**src/core/uart_mctl_pkg.sv**
```systemverilog
// Behaviour
// - Half-duplex: transmit first, receive only when idle
// - Indication on DTR shows transmission in progress
// - Auto flow: next character only with CTS
// - Auto flow: CTS change raises no modem interrupt
// - Auto flow with RTS bit: RTS active when empty
// - RTS drops at trigger, returns when FIFO empties
// - Loopback makes all serial output pins inactive
// - Loopback routes TX, RTS, DTR, user flags back
// - Request gate bit passes or blocks the interrupt
// - User modem flag is stored, no pin
// - RTS level bit set drives RTS low
// - DTR level bit set drives DTR low
// - Soft reset bit resets UART, clears itself
// - TXD driver enabled by its enable bit
// - RTS and DTR drivers have own enables
// - Modem change interrupt needs its enable
// - Line status interrupt needs its enable
// - Holding empty interrupt needs its enable
// - Receive data interrupt needs its enable
// - Trigger point selects 1, 2, 4 or 7
package uart_mctl_pkg;

  // ****************************************
  // Register map (index, byte address = 4x)
  // ****************************************
  localparam logic [1:0]  IDX_MODEM_CTRL = 2'h0;
  localparam logic [1:0]  IDX_INT_ENABLE = 2'h1;
  localparam logic [1:0]  IDX_TRIGGER    = 2'h2;
  localparam logic [1:0]  IDX_STATUS     = 2'h3;

  // ****************************************
  // Field positions
  // ****************************************
  localparam int MC_HALF_POS   = 7;
  localparam int MC_TXIND_POS  = 6;
  localparam int MC_AUTO_POS   = 5;
  localparam int MC_LOOP_POS   = 4;
  localparam int MC_GATE_POS   = 3;
  localparam int MC_USER_POS   = 2;
  localparam int MC_RTS_POS    = 1;
  localparam int MC_DTR_POS    = 0;
  localparam int IE_SRST_POS   = 7;
  localparam int IE_TXD_POS    = 6;
  localparam int IE_RTS_POS    = 5;
  localparam int IE_DTR_POS    = 4;
  localparam int TRIG_POS      = 6;

  // ****************************************
  // Reset values and masks
  // ****************************************
  localparam logic [7:0]  MODEM_CTRL_RST = 8'h00;
  localparam logic [7:0]  INT_ENABLE_RST = 8'h00;
  localparam logic [1:0]  TRIG_SEL_RST   = 2'h0;
  localparam logic [7:0]  MC_MODEM_BITS  = 8'hF7;
  localparam logic [7:0]  IE_MODEM_BITS  = 8'h38;
  localparam logic [7:0]  IE_STORE_BITS  = 8'h7F;

  // Trigger points in bytes
  localparam logic [3:0]  TRIG_BYTES_0 = 4'h1;
  localparam logic [3:0]  TRIG_BYTES_1 = 4'h2;
  localparam logic [3:0]  TRIG_BYTES_2 = 4'h4;
  localparam logic [3:0]  TRIG_BYTES_3 = 4'h7;

  // Modem inputs, active high after the pin inversion
  typedef struct packed {
    logic cts;
    logic dsr;
    logic ri;
    logic dcd;
  } modem_st_s;

  // Interrupt sources from the serial core
  typedef struct packed {
    logic line_stat;
    logic thr_empty;
    logic rx_data;
  } irq_src_s;

endpackage : uart_mctl_pkg

```
**src/core/uart_mctl.sv**
```systemverilog
// Our own choices: the register addresses and the AHB-Lite interface to the registers.
`timescale 1ns/100ps
module uart_mctl #(
  parameter bit MODEM_EN = 1'b1
) (
  // Clock, reset, enable
  input  wire logic                   clk_i,
  input  wire logic                   srst_i,
  input  wire logic                   ce_i,
  // AHB-Lite slave
  input  wire logic                   hsel_i,
  input  wire logic [11:0]            haddr_i,
  input  wire logic [1:0]             htrans_i,
  input  wire logic                   hwrite_i,
  input  wire logic [2:0]             hsize_i,
  input  wire logic [31:0]            hwdata_i,
  input  wire logic                   hready_i,
  output logic      [31:0]            hrdata_o,
  output logic                        hreadyout_o,
  output logic                        hresp_o,
  // Serial core side
  input  wire logic                   tx_serial_i,
  input  wire logic                   tx_active_i,
  input  wire logic [3:0]             rx_count_i,
  input  wire uart_mctl_pkg::irq_src_s src_i,
  input  wire logic                   msr_clear_i,
  output logic                        rx_serial_o,
  output logic                        tx_start_ok_o,
  output uart_mctl_pkg::modem_st_s    modem_o,
  output logic                        modem_chg_o,
  output logic [3:0]                  trig_level_o,
  output logic                        soft_reset_o,
  output logic                        irq_o,
  // Pins
  input  wire logic                   rxd_i,
  input  wire logic                   cts_n_i,
  input  wire logic                   dsr_n_i,
  input  wire logic                   ri_n_i,
  input  wire logic                   dcd_n_i,
  output logic                        txd_o,
  output logic                        txd_oe_n_o,
  output logic                        rts_n_o,
  output logic                        rts_oe_n_o,
  output logic                        dtr_n_o,
  output logic                        dtr_oe_n_o
);
  import uart_mctl_pkg::*;

  // ****************************************
  // Declarations
  // ****************************************
  logic [7:0]  mc_q;
  logic [7:0]  ie_q;
  logic [1:0]  trig_sel_q;
  logic        srst_pulse_q;
  logic        wr_pend_q;
  logic        rd_pend_q;
  logic        hit_q;
  logic [1:0]  idx_q;
  logic        ready_q;
  logic [31:0] rdata_q;
  logic        rts_hold_q;
  logic        delta_q;
  modem_st_s   m_q;
  logic        tx_ok_q;
  logic [3:0]  trig_q;
  logic        irq_q;
  logic        rx_q;
  logic        txd_q;
  logic        txd_oe_n_q;
  logic        rts_n_q;
  logic        rts_oe_n_q;
  logic        dtr_n_q;
  logic        dtr_oe_n_q;

  logic        addr_ph;
  logic        we;
  logic [7:0]  mc_wmask;
  logic [7:0]  ie_wmask;
  logic [7:0]  rd_mux;
  logic [3:0]  trig_d;
  logic        loop;
  logic        auto_fc;
  logic        rts_act;
  logic        chg;
  modem_st_s   m_d;

  // ****************************************
  // Bus slave
  // ****************************************
  assign addr_ph = hsel_i & htrans_i[1] & hready_i;
  assign we      = wr_pend_q & hit_q;

  // Only whole-word transfers are expected; hsize is not checked
  always_ff @(posedge clk_i)
  begin
    if (srst_i)
    begin
      wr_pend_q <= 1'b0;
      rd_pend_q <= 1'b0;
      hit_q     <= 1'b0;
      idx_q     <= 2'h0;
      ready_q   <= 1'b1;
      rdata_q   <= 32'h0000_0000;
    end
    else if (ce_i)
    begin
      wr_pend_q <= addr_ph & hwrite_i;
      rd_pend_q <= addr_ph & ~hwrite_i;
      // A read costs one wait state so a write just before it is seen
      ready_q   <= ~(addr_ph & ~hwrite_i);
      if (addr_ph)
      begin
        idx_q <= haddr_i[3:2];
        hit_q <= (haddr_i[11:4] == 8'h00) && (haddr_i[1:0] == 2'h0);
      end
      if (rd_pend_q)
      begin
        rdata_q <= {24'h00_0000, rd_mux};
      end
    end
  end

  always_comb
  begin
    rd_mux = 8'h00;
    if (hit_q)
    begin
      unique case (idx_q)
        IDX_MODEM_CTRL: rd_mux = mc_q;
        IDX_INT_ENABLE: rd_mux = ie_q;
        IDX_TRIGGER:    rd_mux = {trig_sel_q, 6'h00};
        IDX_STATUS:     rd_mux = {delta_q, tx_ok_q, m_q.dcd, m_q.ri,
                                  m_q.dsr, m_q.cts, ~dtr_n_q, ~rts_n_q};
      endcase
    end
  end

  assign hrdata_o    = rdata_q;
  assign hreadyout_o = ready_q;
  assign hresp_o     = 1'b0;

  // ****************************************
  // Control registers
  // ****************************************
  // Modem bits cannot be stored on a port without modem support
  assign mc_wmask = MODEM_EN ? 8'hFF : ~MC_MODEM_BITS;
  assign ie_wmask = IE_STORE_BITS &
                    (MODEM_EN ? 8'hFF : ~IE_MODEM_BITS);

  always_ff @(posedge clk_i)
  begin
    if (srst_i)
    begin
      mc_q       <= MODEM_CTRL_RST;
      ie_q       <= INT_ENABLE_RST;
      trig_sel_q <= TRIG_SEL_RST;
    end
    else if (ce_i)
    begin
      if (srst_pulse_q)
      begin
        mc_q       <= MODEM_CTRL_RST;
        ie_q       <= INT_ENABLE_RST;
        trig_sel_q <= TRIG_SEL_RST;
      end
      else if (we)
      begin
        if (idx_q == IDX_MODEM_CTRL)
        begin
          mc_q <= hwdata_i[7:0] & mc_wmask;
        end
        if (idx_q == IDX_INT_ENABLE)
        begin
          // Reset bit is never stored so it reads back as zero
          ie_q <= hwdata_i[7:0] & ie_wmask;
        end
        if (idx_q == IDX_TRIGGER)
        begin
          trig_sel_q <= hwdata_i[TRIG_POS+1:TRIG_POS];
        end
      end
    end
  end

  // Soft reset pulse lasts one cycle, clearing itself
  always_ff @(posedge clk_i)
  begin
    if (srst_i)
    begin
      srst_pulse_q <= 1'b0;
    end
    else if (ce_i)
    begin
      srst_pulse_q <= we && (idx_q == IDX_INT_ENABLE) &&
                      hwdata_i[IE_SRST_POS];
    end
  end

  assign soft_reset_o = srst_pulse_q;

  // ****************************************
  // Trigger point
  // ****************************************
  always_comb
  begin
    trig_d = TRIG_BYTES_0;
    unique case (trig_sel_q)
      2'h0: trig_d = TRIG_BYTES_0;
      2'h1: trig_d = TRIG_BYTES_1;
      2'h2: trig_d = TRIG_BYTES_2;
      2'h3: trig_d = TRIG_BYTES_3;
    endcase
  end

  always_ff @(posedge clk_i)
  begin
    if (srst_i)
    begin
      trig_q <= TRIG_BYTES_0;
    end
    else if (ce_i)
    begin
      trig_q <= trig_d;
    end
  end

  assign trig_level_o = trig_q;

  // ****************************************
  // Modem signals
  // ****************************************
  assign loop    = mc_q[MC_LOOP_POS];
  assign auto_fc = mc_q[MC_AUTO_POS];
  assign rts_act = mc_q[MC_RTS_POS] &
                   ~(auto_fc & rts_hold_q);

  always_comb
  begin
    m_d = '0;
    if (MODEM_EN && loop)
    begin
      m_d.cts = rts_act;
      m_d.dsr = mc_q[MC_DTR_POS];
      m_d.ri  = mc_q[MC_USER_POS];
      m_d.dcd = mc_q[MC_GATE_POS];
    end
    else if (MODEM_EN)
    begin
      m_d.cts = ~cts_n_i;
      m_d.dsr = ~dsr_n_i;
      m_d.ri  = ~ri_n_i;
      m_d.dcd = ~dcd_n_i;
    end
  end

  // Ring counts on its trailing edge only, as in the classic part
  assign chg = ((m_d.cts ^ m_q.cts) & ~auto_fc) |
               (m_d.dsr ^ m_q.dsr) |
               (m_q.ri & ~m_d.ri) |
               (m_d.dcd ^ m_q.dcd);

  // A change in the clearing cycle still sets the flag
  always_ff @(posedge clk_i)
  begin
    if (srst_i)
    begin
      m_q     <= '0;
      delta_q <= 1'b0;
    end
    else if (ce_i)
    begin
      m_q <= m_d;
      if (srst_pulse_q)
      begin
        delta_q <= 1'b0;
      end
      else
      begin
        delta_q <= chg | (delta_q & ~msr_clear_i);
      end
    end
  end

  assign modem_o     = m_q;
  assign modem_chg_o = delta_q;

  // ****************************************
  // Automatic flow control
  // ****************************************
  always_ff @(posedge clk_i)
  begin
    if (srst_i)
    begin
      rts_hold_q <= 1'b0;
    end
    else if (ce_i)
    begin
      if (srst_pulse_q || rx_count_i == 4'h0)
      begin
        rts_hold_q <= 1'b0;
      end
      else if (rx_count_i >= trig_q)
      begin
        rts_hold_q <= 1'b1;
      end
    end
  end

  // Checked before each character; one in flight is not cut off
  always_ff @(posedge clk_i)
  begin
    if (srst_i)
    begin
      tx_ok_q <= 1'b1;
    end
    else if (ce_i)
    begin
      tx_ok_q <= ~auto_fc | m_d.cts;
    end
  end

  assign tx_start_ok_o = tx_ok_q;

  // ****************************************
  // Interrupt request
  // ****************************************
  always_ff @(posedge clk_i)
  begin
    if (srst_i)
    begin
      irq_q <= 1'b0;
    end
    else if (ce_i)
    begin
      irq_q <= mc_q[MC_GATE_POS] &
               ((ie_q[3] & delta_q) |
                (ie_q[2] & src_i.line_stat) |
                (ie_q[1] & src_i.thr_empty) |
                (ie_q[0] & src_i.rx_data));
    end
  end

  assign irq_o = irq_q;

  // ****************************************
  // Receive path
  // ****************************************
  always_ff @(posedge clk_i)
  begin
    if (srst_i)
    begin
      rx_q <= 1'b1;
    end
    else if (ce_i)
    begin
      if (loop)
      begin
        rx_q <= tx_serial_i;
      end
      else if (mc_q[MC_HALF_POS] && tx_active_i)
      begin
        // Idle level hides our own echo on a shared line
        rx_q <= 1'b1;
      end
      else
      begin
        rx_q <= rxd_i;
      end
    end
  end

  assign rx_serial_o = rx_q;

  // ****************************************
  // Output pins
  // ****************************************
  // In loopback the pins idle high and their drivers are released
  always_ff @(posedge clk_i)
  begin
    if (srst_i)
    begin
      txd_q      <= 1'b1;
      txd_oe_n_q <= 1'b1;
      rts_n_q    <= 1'b1;
      rts_oe_n_q <= 1'b1;
      dtr_n_q    <= 1'b1;
      dtr_oe_n_q <= 1'b1;
    end
    else if (ce_i)
    begin
      txd_q      <= loop | tx_serial_i;
      txd_oe_n_q <= ~(ie_q[IE_TXD_POS] & ~loop);
      rts_n_q    <= loop | ~rts_act;
      rts_oe_n_q <= ~(ie_q[IE_RTS_POS] & ~loop);
      dtr_oe_n_q <= ~(ie_q[IE_DTR_POS] & ~loop);
      if (loop)
      begin
        dtr_n_q <= 1'b1;
      end
      else if (mc_q[MC_TXIND_POS])
      begin
        // High while sending, to key an RS485 driver
        dtr_n_q <= tx_active_i;
      end
      else
      begin
        dtr_n_q <= ~mc_q[MC_DTR_POS];
      end
    end
  end

  assign txd_o      = txd_q;
  assign txd_oe_n_o = txd_oe_n_q;
  assign rts_n_o    = rts_n_q;
  assign rts_oe_n_o = rts_oe_n_q;
  assign dtr_n_o    = dtr_n_q;
  assign dtr_oe_n_o = dtr_oe_n_q;

endmodule : uart_mctl

```
**config.mk**
```make
export PLATFORM = sky130hd
export DESIGN_NAME = uart_mctl
export DESIGN_NICKNAME = d
export VERILOG_FILES = /design/src/core/uart_mctl_pkg.sv /design/src/core/uart_mctl.sv
export SDC_FILE = /design/constraint.sdc
export NUM_CORES = 1
export LEC_CHECK = 0
export ABC_CLOCK_PERIOD_IN_PS = 1900
export BUFFER_PORTS_ARGS = -buffer_cell sky130_fd_sc_hd__buf_2
export CAP_MARGIN = 20
export CORE_MARGIN = 1
export CORE_UTILIZATION = 25
export CTS_CLUSTER_DIAMETER = 150
export DETAILED_ROUTE_END_ITERATION = 7
export HOLD_SLACK_MARGIN = 0.06
export PLACE_DENSITY = 0.58
export SYNTH_ARGS = -nofsm -noshare
export SYNTH_HDL_FRONTEND = slang
export SYNTH_SLANG_ARGS = --single-unit
```
**constraint.sdc**
```tcl
create_clock -name clk_i -period 1.9 [get_ports clk_i]
set_input_delay 0.38 -clock clk_i [delete_from_list [all_inputs] [get_ports clk_i]]
set_output_delay 0.38 -clock clk_i [all_outputs]
set_load 0.01 [all_outputs]
```
# [Yosys cells after proc, flatten, opt, wreduce, memory -nomap -nowiden]
# Index checks and enable logic that the tools add are counted.
[op_classes] n_lt_le_gt_ge=1 n_eq_ne=6 mux=20 bitwise_logic=49 n_reduce_logical=21
[op_table] op="two-way mux 8 bit" n=7
[op_table] op="case mux 8 bit (4 select lines)" n=1
[op_table] op="AND 1 bit" n=18
[op_table] op="inverter 1 bit" n=18
[op_table] op="case mux 4 bit (4 select lines)" n=1
[op_table] op="bitwise OR 1 bit" n=10
[op_table] op="nonzero test 2 bit" n=5
[op_table] op="AND reduction 3 bit" n=3
[op_table] op="equality test 2 bit, second input constant" n=4
[op_table] op="logical NOT 8 bit" n=1
[op_table] op="two-way mux 1 bit" n=7
[op_table] op="logical NOT 2 bit" n=3
[op_table] op="two-way mux 2 bit" n=3
[op_table] op="AND reduction 2 bit" n=3
[op_table] op="equality test 2 x 1 -> 1 bit, second input constant" n=2
[op_table] op="greater-or-equal comparator 4 bit" n=1
[op_table] op="logical AND 1 bit" n=4
[op_table] op="logical NOT 4 bit" n=1
[op_table] op="two-way mux 4 bit" n=1
[op_table] op="bitwise XOR 1 bit" n=3
[op_table] op="logical OR 1 bit" n=1
[word_totals] ff_bits=52 input_bits=70 output_inout_bits=53 word_cells=123

# [Logic depth before layout (Yosys ltp)]
[logic_depth] ltp_word=11 depth_mapped=7 ltp_nobuf=7

# [Worst setup path after synthesis]
# No wires, ideal clock.
[synth_timing] path_type="input port to flip-flop" startpoint="input rx_count_i[0]" endpoint="register rts_hold_q" setup_time_ps=131 t_arrival_ps=1415 t_required_ps=1769 slack_ps=354 path_stages=7 n_path_buf=0 cell_sequence="inv_1 > ha_1 > nand2b_1 > a21o_1 > a211o_1 > a21oi_1 > nor3_1"
[synth_via] elab_chain_cells=4 elab_cells_between_ends=6 classes_between="1 x order compare; 1 x mux; 4 x reduce/logical"
[synth_lines] element="start: declaration" line="uart_mctl.sv:24" text="input wire logic [3:0] rx_count_i,"
[synth_lines] element="branches (longest 4 deep; another with greater-or-equal comparator 4 bit)"
[synth_lines] element="end signal: assignment" line="uart_mctl.sv:295" text="rts_hold_q <= 1'b0;"
[synth_lines] element="end signal: assignment" line="uart_mctl.sv:301" text="rts_hold_q <= 1'b0;"
[synth_lines] element="end signal: assignment" line="uart_mctl.sv:305" text="rts_hold_q <= 1'b1;"
[synth_lines] element="end: declaration" line="uart_mctl.sv:62" text="logic rts_hold_q;"
# Several ways; the timed one is not identified.
# A chain may end at the register's enable or synchronous reset.

# [Final worst setup path]
[layout_timing] startpoint="register mc_q[4]" endpoint="register delta_q (netlist: modem_chg_o)"
[layout_via] elab_chain_cells=8 elab_cells_between_ends=12 classes_between="2 x mux; 10 x bitwise"
[layout_lines] element="start: declaration" line="uart_mctl.sv:52" text="logic [7:0] mc_q;"
[layout_lines] element="start signal: assignment" line="uart_mctl.sv:171" text="mc_q <= hwdata_i[7:0] & mc_wmask;"
[layout_lines] element="two-way mux 4 bit (*)" line="uart_mctl.sv:241" text="if (MODEM_EN && loop)"
[layout_lines] element="bitwise XOR 1 bit" line="uart_mctl.sv:258" text="assign chg = ((m_d.cts ^ m_q.cts) & ~auto_fc) |"
[layout_lines] element="AND 1 bit" line="uart_mctl.sv:258"
[layout_lines] element="bitwise OR 1 bit" line="uart_mctl.sv:258"
[layout_lines] element="bitwise OR 1 bit" line="uart_mctl.sv:259" text="(m_d.dsr ^ m_q.dsr) |"
[layout_lines] element="bitwise OR 1 bit (*)" line="uart_mctl.sv:260" text="(m_q.ri & ~m_d.ri) |"
[layout_lines] element="bitwise OR 1 bit (*)" line="uart_mctl.sv:280" text="delta_q <= chg | (delta_q & ~msr_clear_i);"
[layout_lines] element="two-way mux 1 bit (*)" line="uart_mctl.sv:274" text="if (srst_pulse_q)"
[layout_lines] element="end signal: assignment" line="uart_mctl.sv:280"
[layout_lines] element="end: declaration" line="uart_mctl.sv:63" text="logic delta_q;"
# Mark *: on every way between the ends. The rest lies on a longest branch, timed or not.

==> impl_metrics.sql <==
INSERT INTO impl_metrics (metric_group, metric, value, unit) VALUES
('status', 'run_status', 'completed', ''),
('placement', 'dp_hpwl', '5112', 'um'),
('floorplan', 'core', '0.01028', 'mm2'),
('floorplan', 'row_cnt', '37', ''),
('yosys', 'syn-mean-instance-area', '8.889', 'um2'),
('yosys', 'synth_edf_count', '0', ''),
('routing', 'drc_errors', '0', ''),
('floorplan', 'die_w', '104.8', 'um'),
('yosys', 'synth_async_sr_flop_share', '0', ''),
('final_layout', 'final.fill_count', '1097', ''),
('sta', 'maxSlewHeadroom', '0.6589', ''),
('yosys', 'synth_cells', '297', ''),
('final_layout', 'drive_gt1_frac', '0.2473', ''),
('final_layout', 'antenna_cells_inserted', '0', ''),
('global_route', 'grt_first_pass_wirelength', '10630', 'um'),
('placement', 'buffer_ports.inserted', '68', ''),
('yosys', 'synth-warning-count', '0', ''),
('routing', 'detail_route.wl_per_cell', '12.89', 'um'),
('global_route', 'grt_remaining_overflow', '0', ''),
('min_path', 'hold_path_class', 'input pin to register', ''),
('floorplan', 'die_height', '104.8', 'um'),
('global_route', 'first_global_vias', '2070', ''),
('final_layout', 'multi_input_comb_area', '0.001391', 'mm2'),
('clock_network', 'cts-root-to-sink-buffers', '2', ''),
('yosys', 'part_of_the_yosys_area_used_for_sequential_elements', '0.3791', ''),
('routing', 'vias', '2164', ''),
('placement', 'gp_congestion', '0.7711', ''),
('routing', 'route.antenna.remaining_nets', '0', ''),
('global_route', 'grt_start_max_net_pins', '25', ''),
('sta', 'setup_viol', '0', ''),
('sta', 'slew_at_the_pin_closest_to_its_max_slew_limit', '511.6', 'ps'),
('setup_path', 'critical_path.max_fanout', '10', ''),
('sta', 'timing.fmax', '618.9', 'MHz'),
('clock_network', 'clock_tree_from_tritoncts', 'yes', ''),
('sta', 'timing.final.max_slew_violations', '0', ''),
('setup_path', 'critPathCaptureType', 'register', ''),
('final_layout', 'final_common_cell', 'buf_2', ''),
('setup_path', 'critical_path_data_required_time', '2070', 'ps'),
('routing', 'wirelength', '6445', 'um'),
('routing', 'drt-initial-drc-count', '130', ''),
('final_layout', 'most-common-layout-cells', 'buf_2, dfxtp_1, nor2_1', ''),
('sta', 'setup_total_negative_slack', '0', 'ps'),
('sta', 'timing_hold_violations_final', '0', ''),
('yosys', 'post_synth_instance_area', '0.002640', 'mm2'),
('yosys', 'synth-main-ff-cell', 'dfxtp_1', ''),
('power_and_ir_drop', 'p_per_area', '643.6', 'mW/mm2'),
('floorplan', 'floorplan.initialDensity', '0.2569', ''),
('sta', 'post_layout_worst_setup_margin', '284.2', 'ps'),
('routing', 'firstDrtPassIters', '4', ''),
('sta', 'layout_worst_path_cycle_share', '0.8504', ''),
('floorplan', 'ioPinCount', '123', ''),
('setup_path', 'timing.setup.critical_path_class', 'register to register', ''),
('sta', 'period_needed', '1616', 'ps'),
('clock_network', 'clock_tree.htree_level_count', '2', ''),
('clock_network', 'worstSkewPairLatency', '300', 'ps'),
('final_layout', 'nets', '440', ''),
('clock_network', 'post_cts_resized', '0', ''),
('floorplan', 'die_area', '0.01097', 'mm2'),
('sta', 'timing.clock.skew', '6.637', 'ps'),
('final_layout', 'areaGrowthSynthToFinish', '18.58', '%'),
('clock_network', 'cts_inserted_buffers', '5', ''),
('clock_network', 'clkSlewWorstSetupHoldPaths', '90', 'ps'),
('clock_network', 'cts_setup_buffers', '0', ''),
('setup_path', 'worstPathArrival', '1790', 'ps'),
('routing', 'post_detailed_route_via_to_cell_ratio', '4.328', ''),
('power_and_ir_drop', 'ir_drop', '0.0002511', 'V'),
('global_route', 'grt.total_usage', '0.1210', ''),
('clock_network', 'cts.root.buffer_cell', 'clkbuf_8', ''),
('power_and_ir_drop', 'cellLeakagePower', '1.396', 'nW'),
('sta', 'rsz_0062_raised_after_global_routing', 'no', ''),
('yosys', 'synth.lib_cells_used.distinct', '43', ''),
('placement', 'dp_slack', '183.6', 'ps'),
('setup_path', 'startpoint_type_of_the_worst_setup_path', 'register', ''),
('yosys', 'post_synthesis_register_bit_count', '50', ''),
('final_layout', 'seqCellArea', '0.001001', 'mm2'),
('global_route', 'grt_antenna_before_repair', '1', ''),
('clock_network', 'cts_num_sinks', '50', ''),
('flow_run', 'max-cap-violations', '0', ''),
('clock_network', 'ctsHoldBuffers', '0', '');
## power breakdown
| part | internal, mW | total, mW | switching, mW |
|---|---|---|---|
| clock network | 0.394 | 0.727 | 0.333 |
| registers | 1.06 | 1.08 | 0.0157 |
| logic | 0.0902 | 0.209 | 0.119 |
## routing by layer
metal / vias to the layer above / track usage / part of all wire
li1: 1096 / - / -
met1: 1002 / 0.1536 / 0.46
met2: 59 / 0.1987 / 0.47
met3: 7 / 0.03057 / 0.055
met4: 0 / 0.04125 / 0.017
met5: - / 0 / 0
## registers in the layout, summed over array words and instances (netlist names), 2 cells and up
name          cells
hrdata_o          8
idx_q             2
ie_q              7
mc_q              8
modem_o           4
trig_level_o      3
trig_sel_q        2
## critical path, cell delays in order (launching register included)
cell and delay [ps]:
dfxtp_1 650, nor2_1 140, a21oi_1 180, mux2i_1 240, and4_1 210, o32ai_1 80
## synth_stat cells, types with 2 or more instances
| cell type | count | area share |
|---|---|---|
| nor2_1 | 40 | 0.057 |
| buf_4 | 28 | 0.080 |
| buf_6 | 4 | 0.017 |
| buf_2 | 3 | 0.0057 |
| nand2_1 | 17 | 0.024 |
| a211oi_1 | 2 | 0.0057 |
| dfxtp_1 | 50 | 0.38 |
| ha_1 | 7 | 0.033 |
| and4_1 | 2 | 0.0066 |
| o21ai_4 | 2 | 0.012 |
| nor4_1 | 3 | 0.0071 |
| nand2b_1 | 12 | 0.028 |
| inv_1 | 11 | 0.016 |
| a22oi_1 | 10 | 0.028 |
| a21oi_1 | 10 | 0.019 |
| mux2i_1 | 30 | 0.11 |
| nor2b_1 | 10 | 0.024 |
| o21ai_0 | 9 | 0.017 |
| o22ai_1 | 9 | 0.021 |
| xnor2_1 | 2 | 0.0066 |
| o21a_1 | 2 | 0.0057 |
| nand3_1 | 5 | 0.0095 |
| nand4_1 | 2 | 0.0047 |
| clkbuf_1 | 8 | 0.011 |
## metrics by stage
step / std cells / power (mW) / util / instance area (um2) / hold slack, ps
global route: 500 / 2.113 / 0.3046 / 3131 / 316.5
finish: 500 / 2.015 / 0.3046 / 3131 / 316.9
floorplan: 322 / 1.261 / - / 2734 / 442.6
global placement: 492 / 1.310 / 0.2943 / 3024 / 445.0
detailed placement: 492 / 1.314 / 0.2943 / 3024 / 463.6
CTS: 500 / 2.040 / 0.3046 / 3131 / 312.4
## cell type report
type | instances | area share
multi-input cells | 218 | 0.4444
flip-flops and latches | 50 | 0.3197
repair buffers | 77 | 0.1343
well taps | 136 | 0.05436
clock buffers | 7 | 0.02438
inverters | 11 | 0.01319
clock inverters | 1 | 0.009592
## final timing paths
path / from / to / slack (ps) / depth (start not counted)
worst max register to register: mc_q[4] / modem_chg_o / 280 / 5
worst min-delay path: haddr_i[3] / idx_q[1] / 320 / 3
worst min register to register: hreadyout_o / hreadyout_o / 470 / 2
worst max-delay path: mc_q[4] / modem_chg_o / 280 / 5
## logic make-up after synthesis
family / after synthesis / share of synthesized area
simple gates: 98 / 0.1858
mux: 33 / 0.1318
fa+ha+maj: 7 / 0.03317
xor+xnor: 2 / 0.006636
other cells: 1 / 0.001420
compound gates: 52 / 0.1327
buf+inv: 54 / 0.1294
flops: 50 / 0.3791
Power figures use the tool's default switching activity.
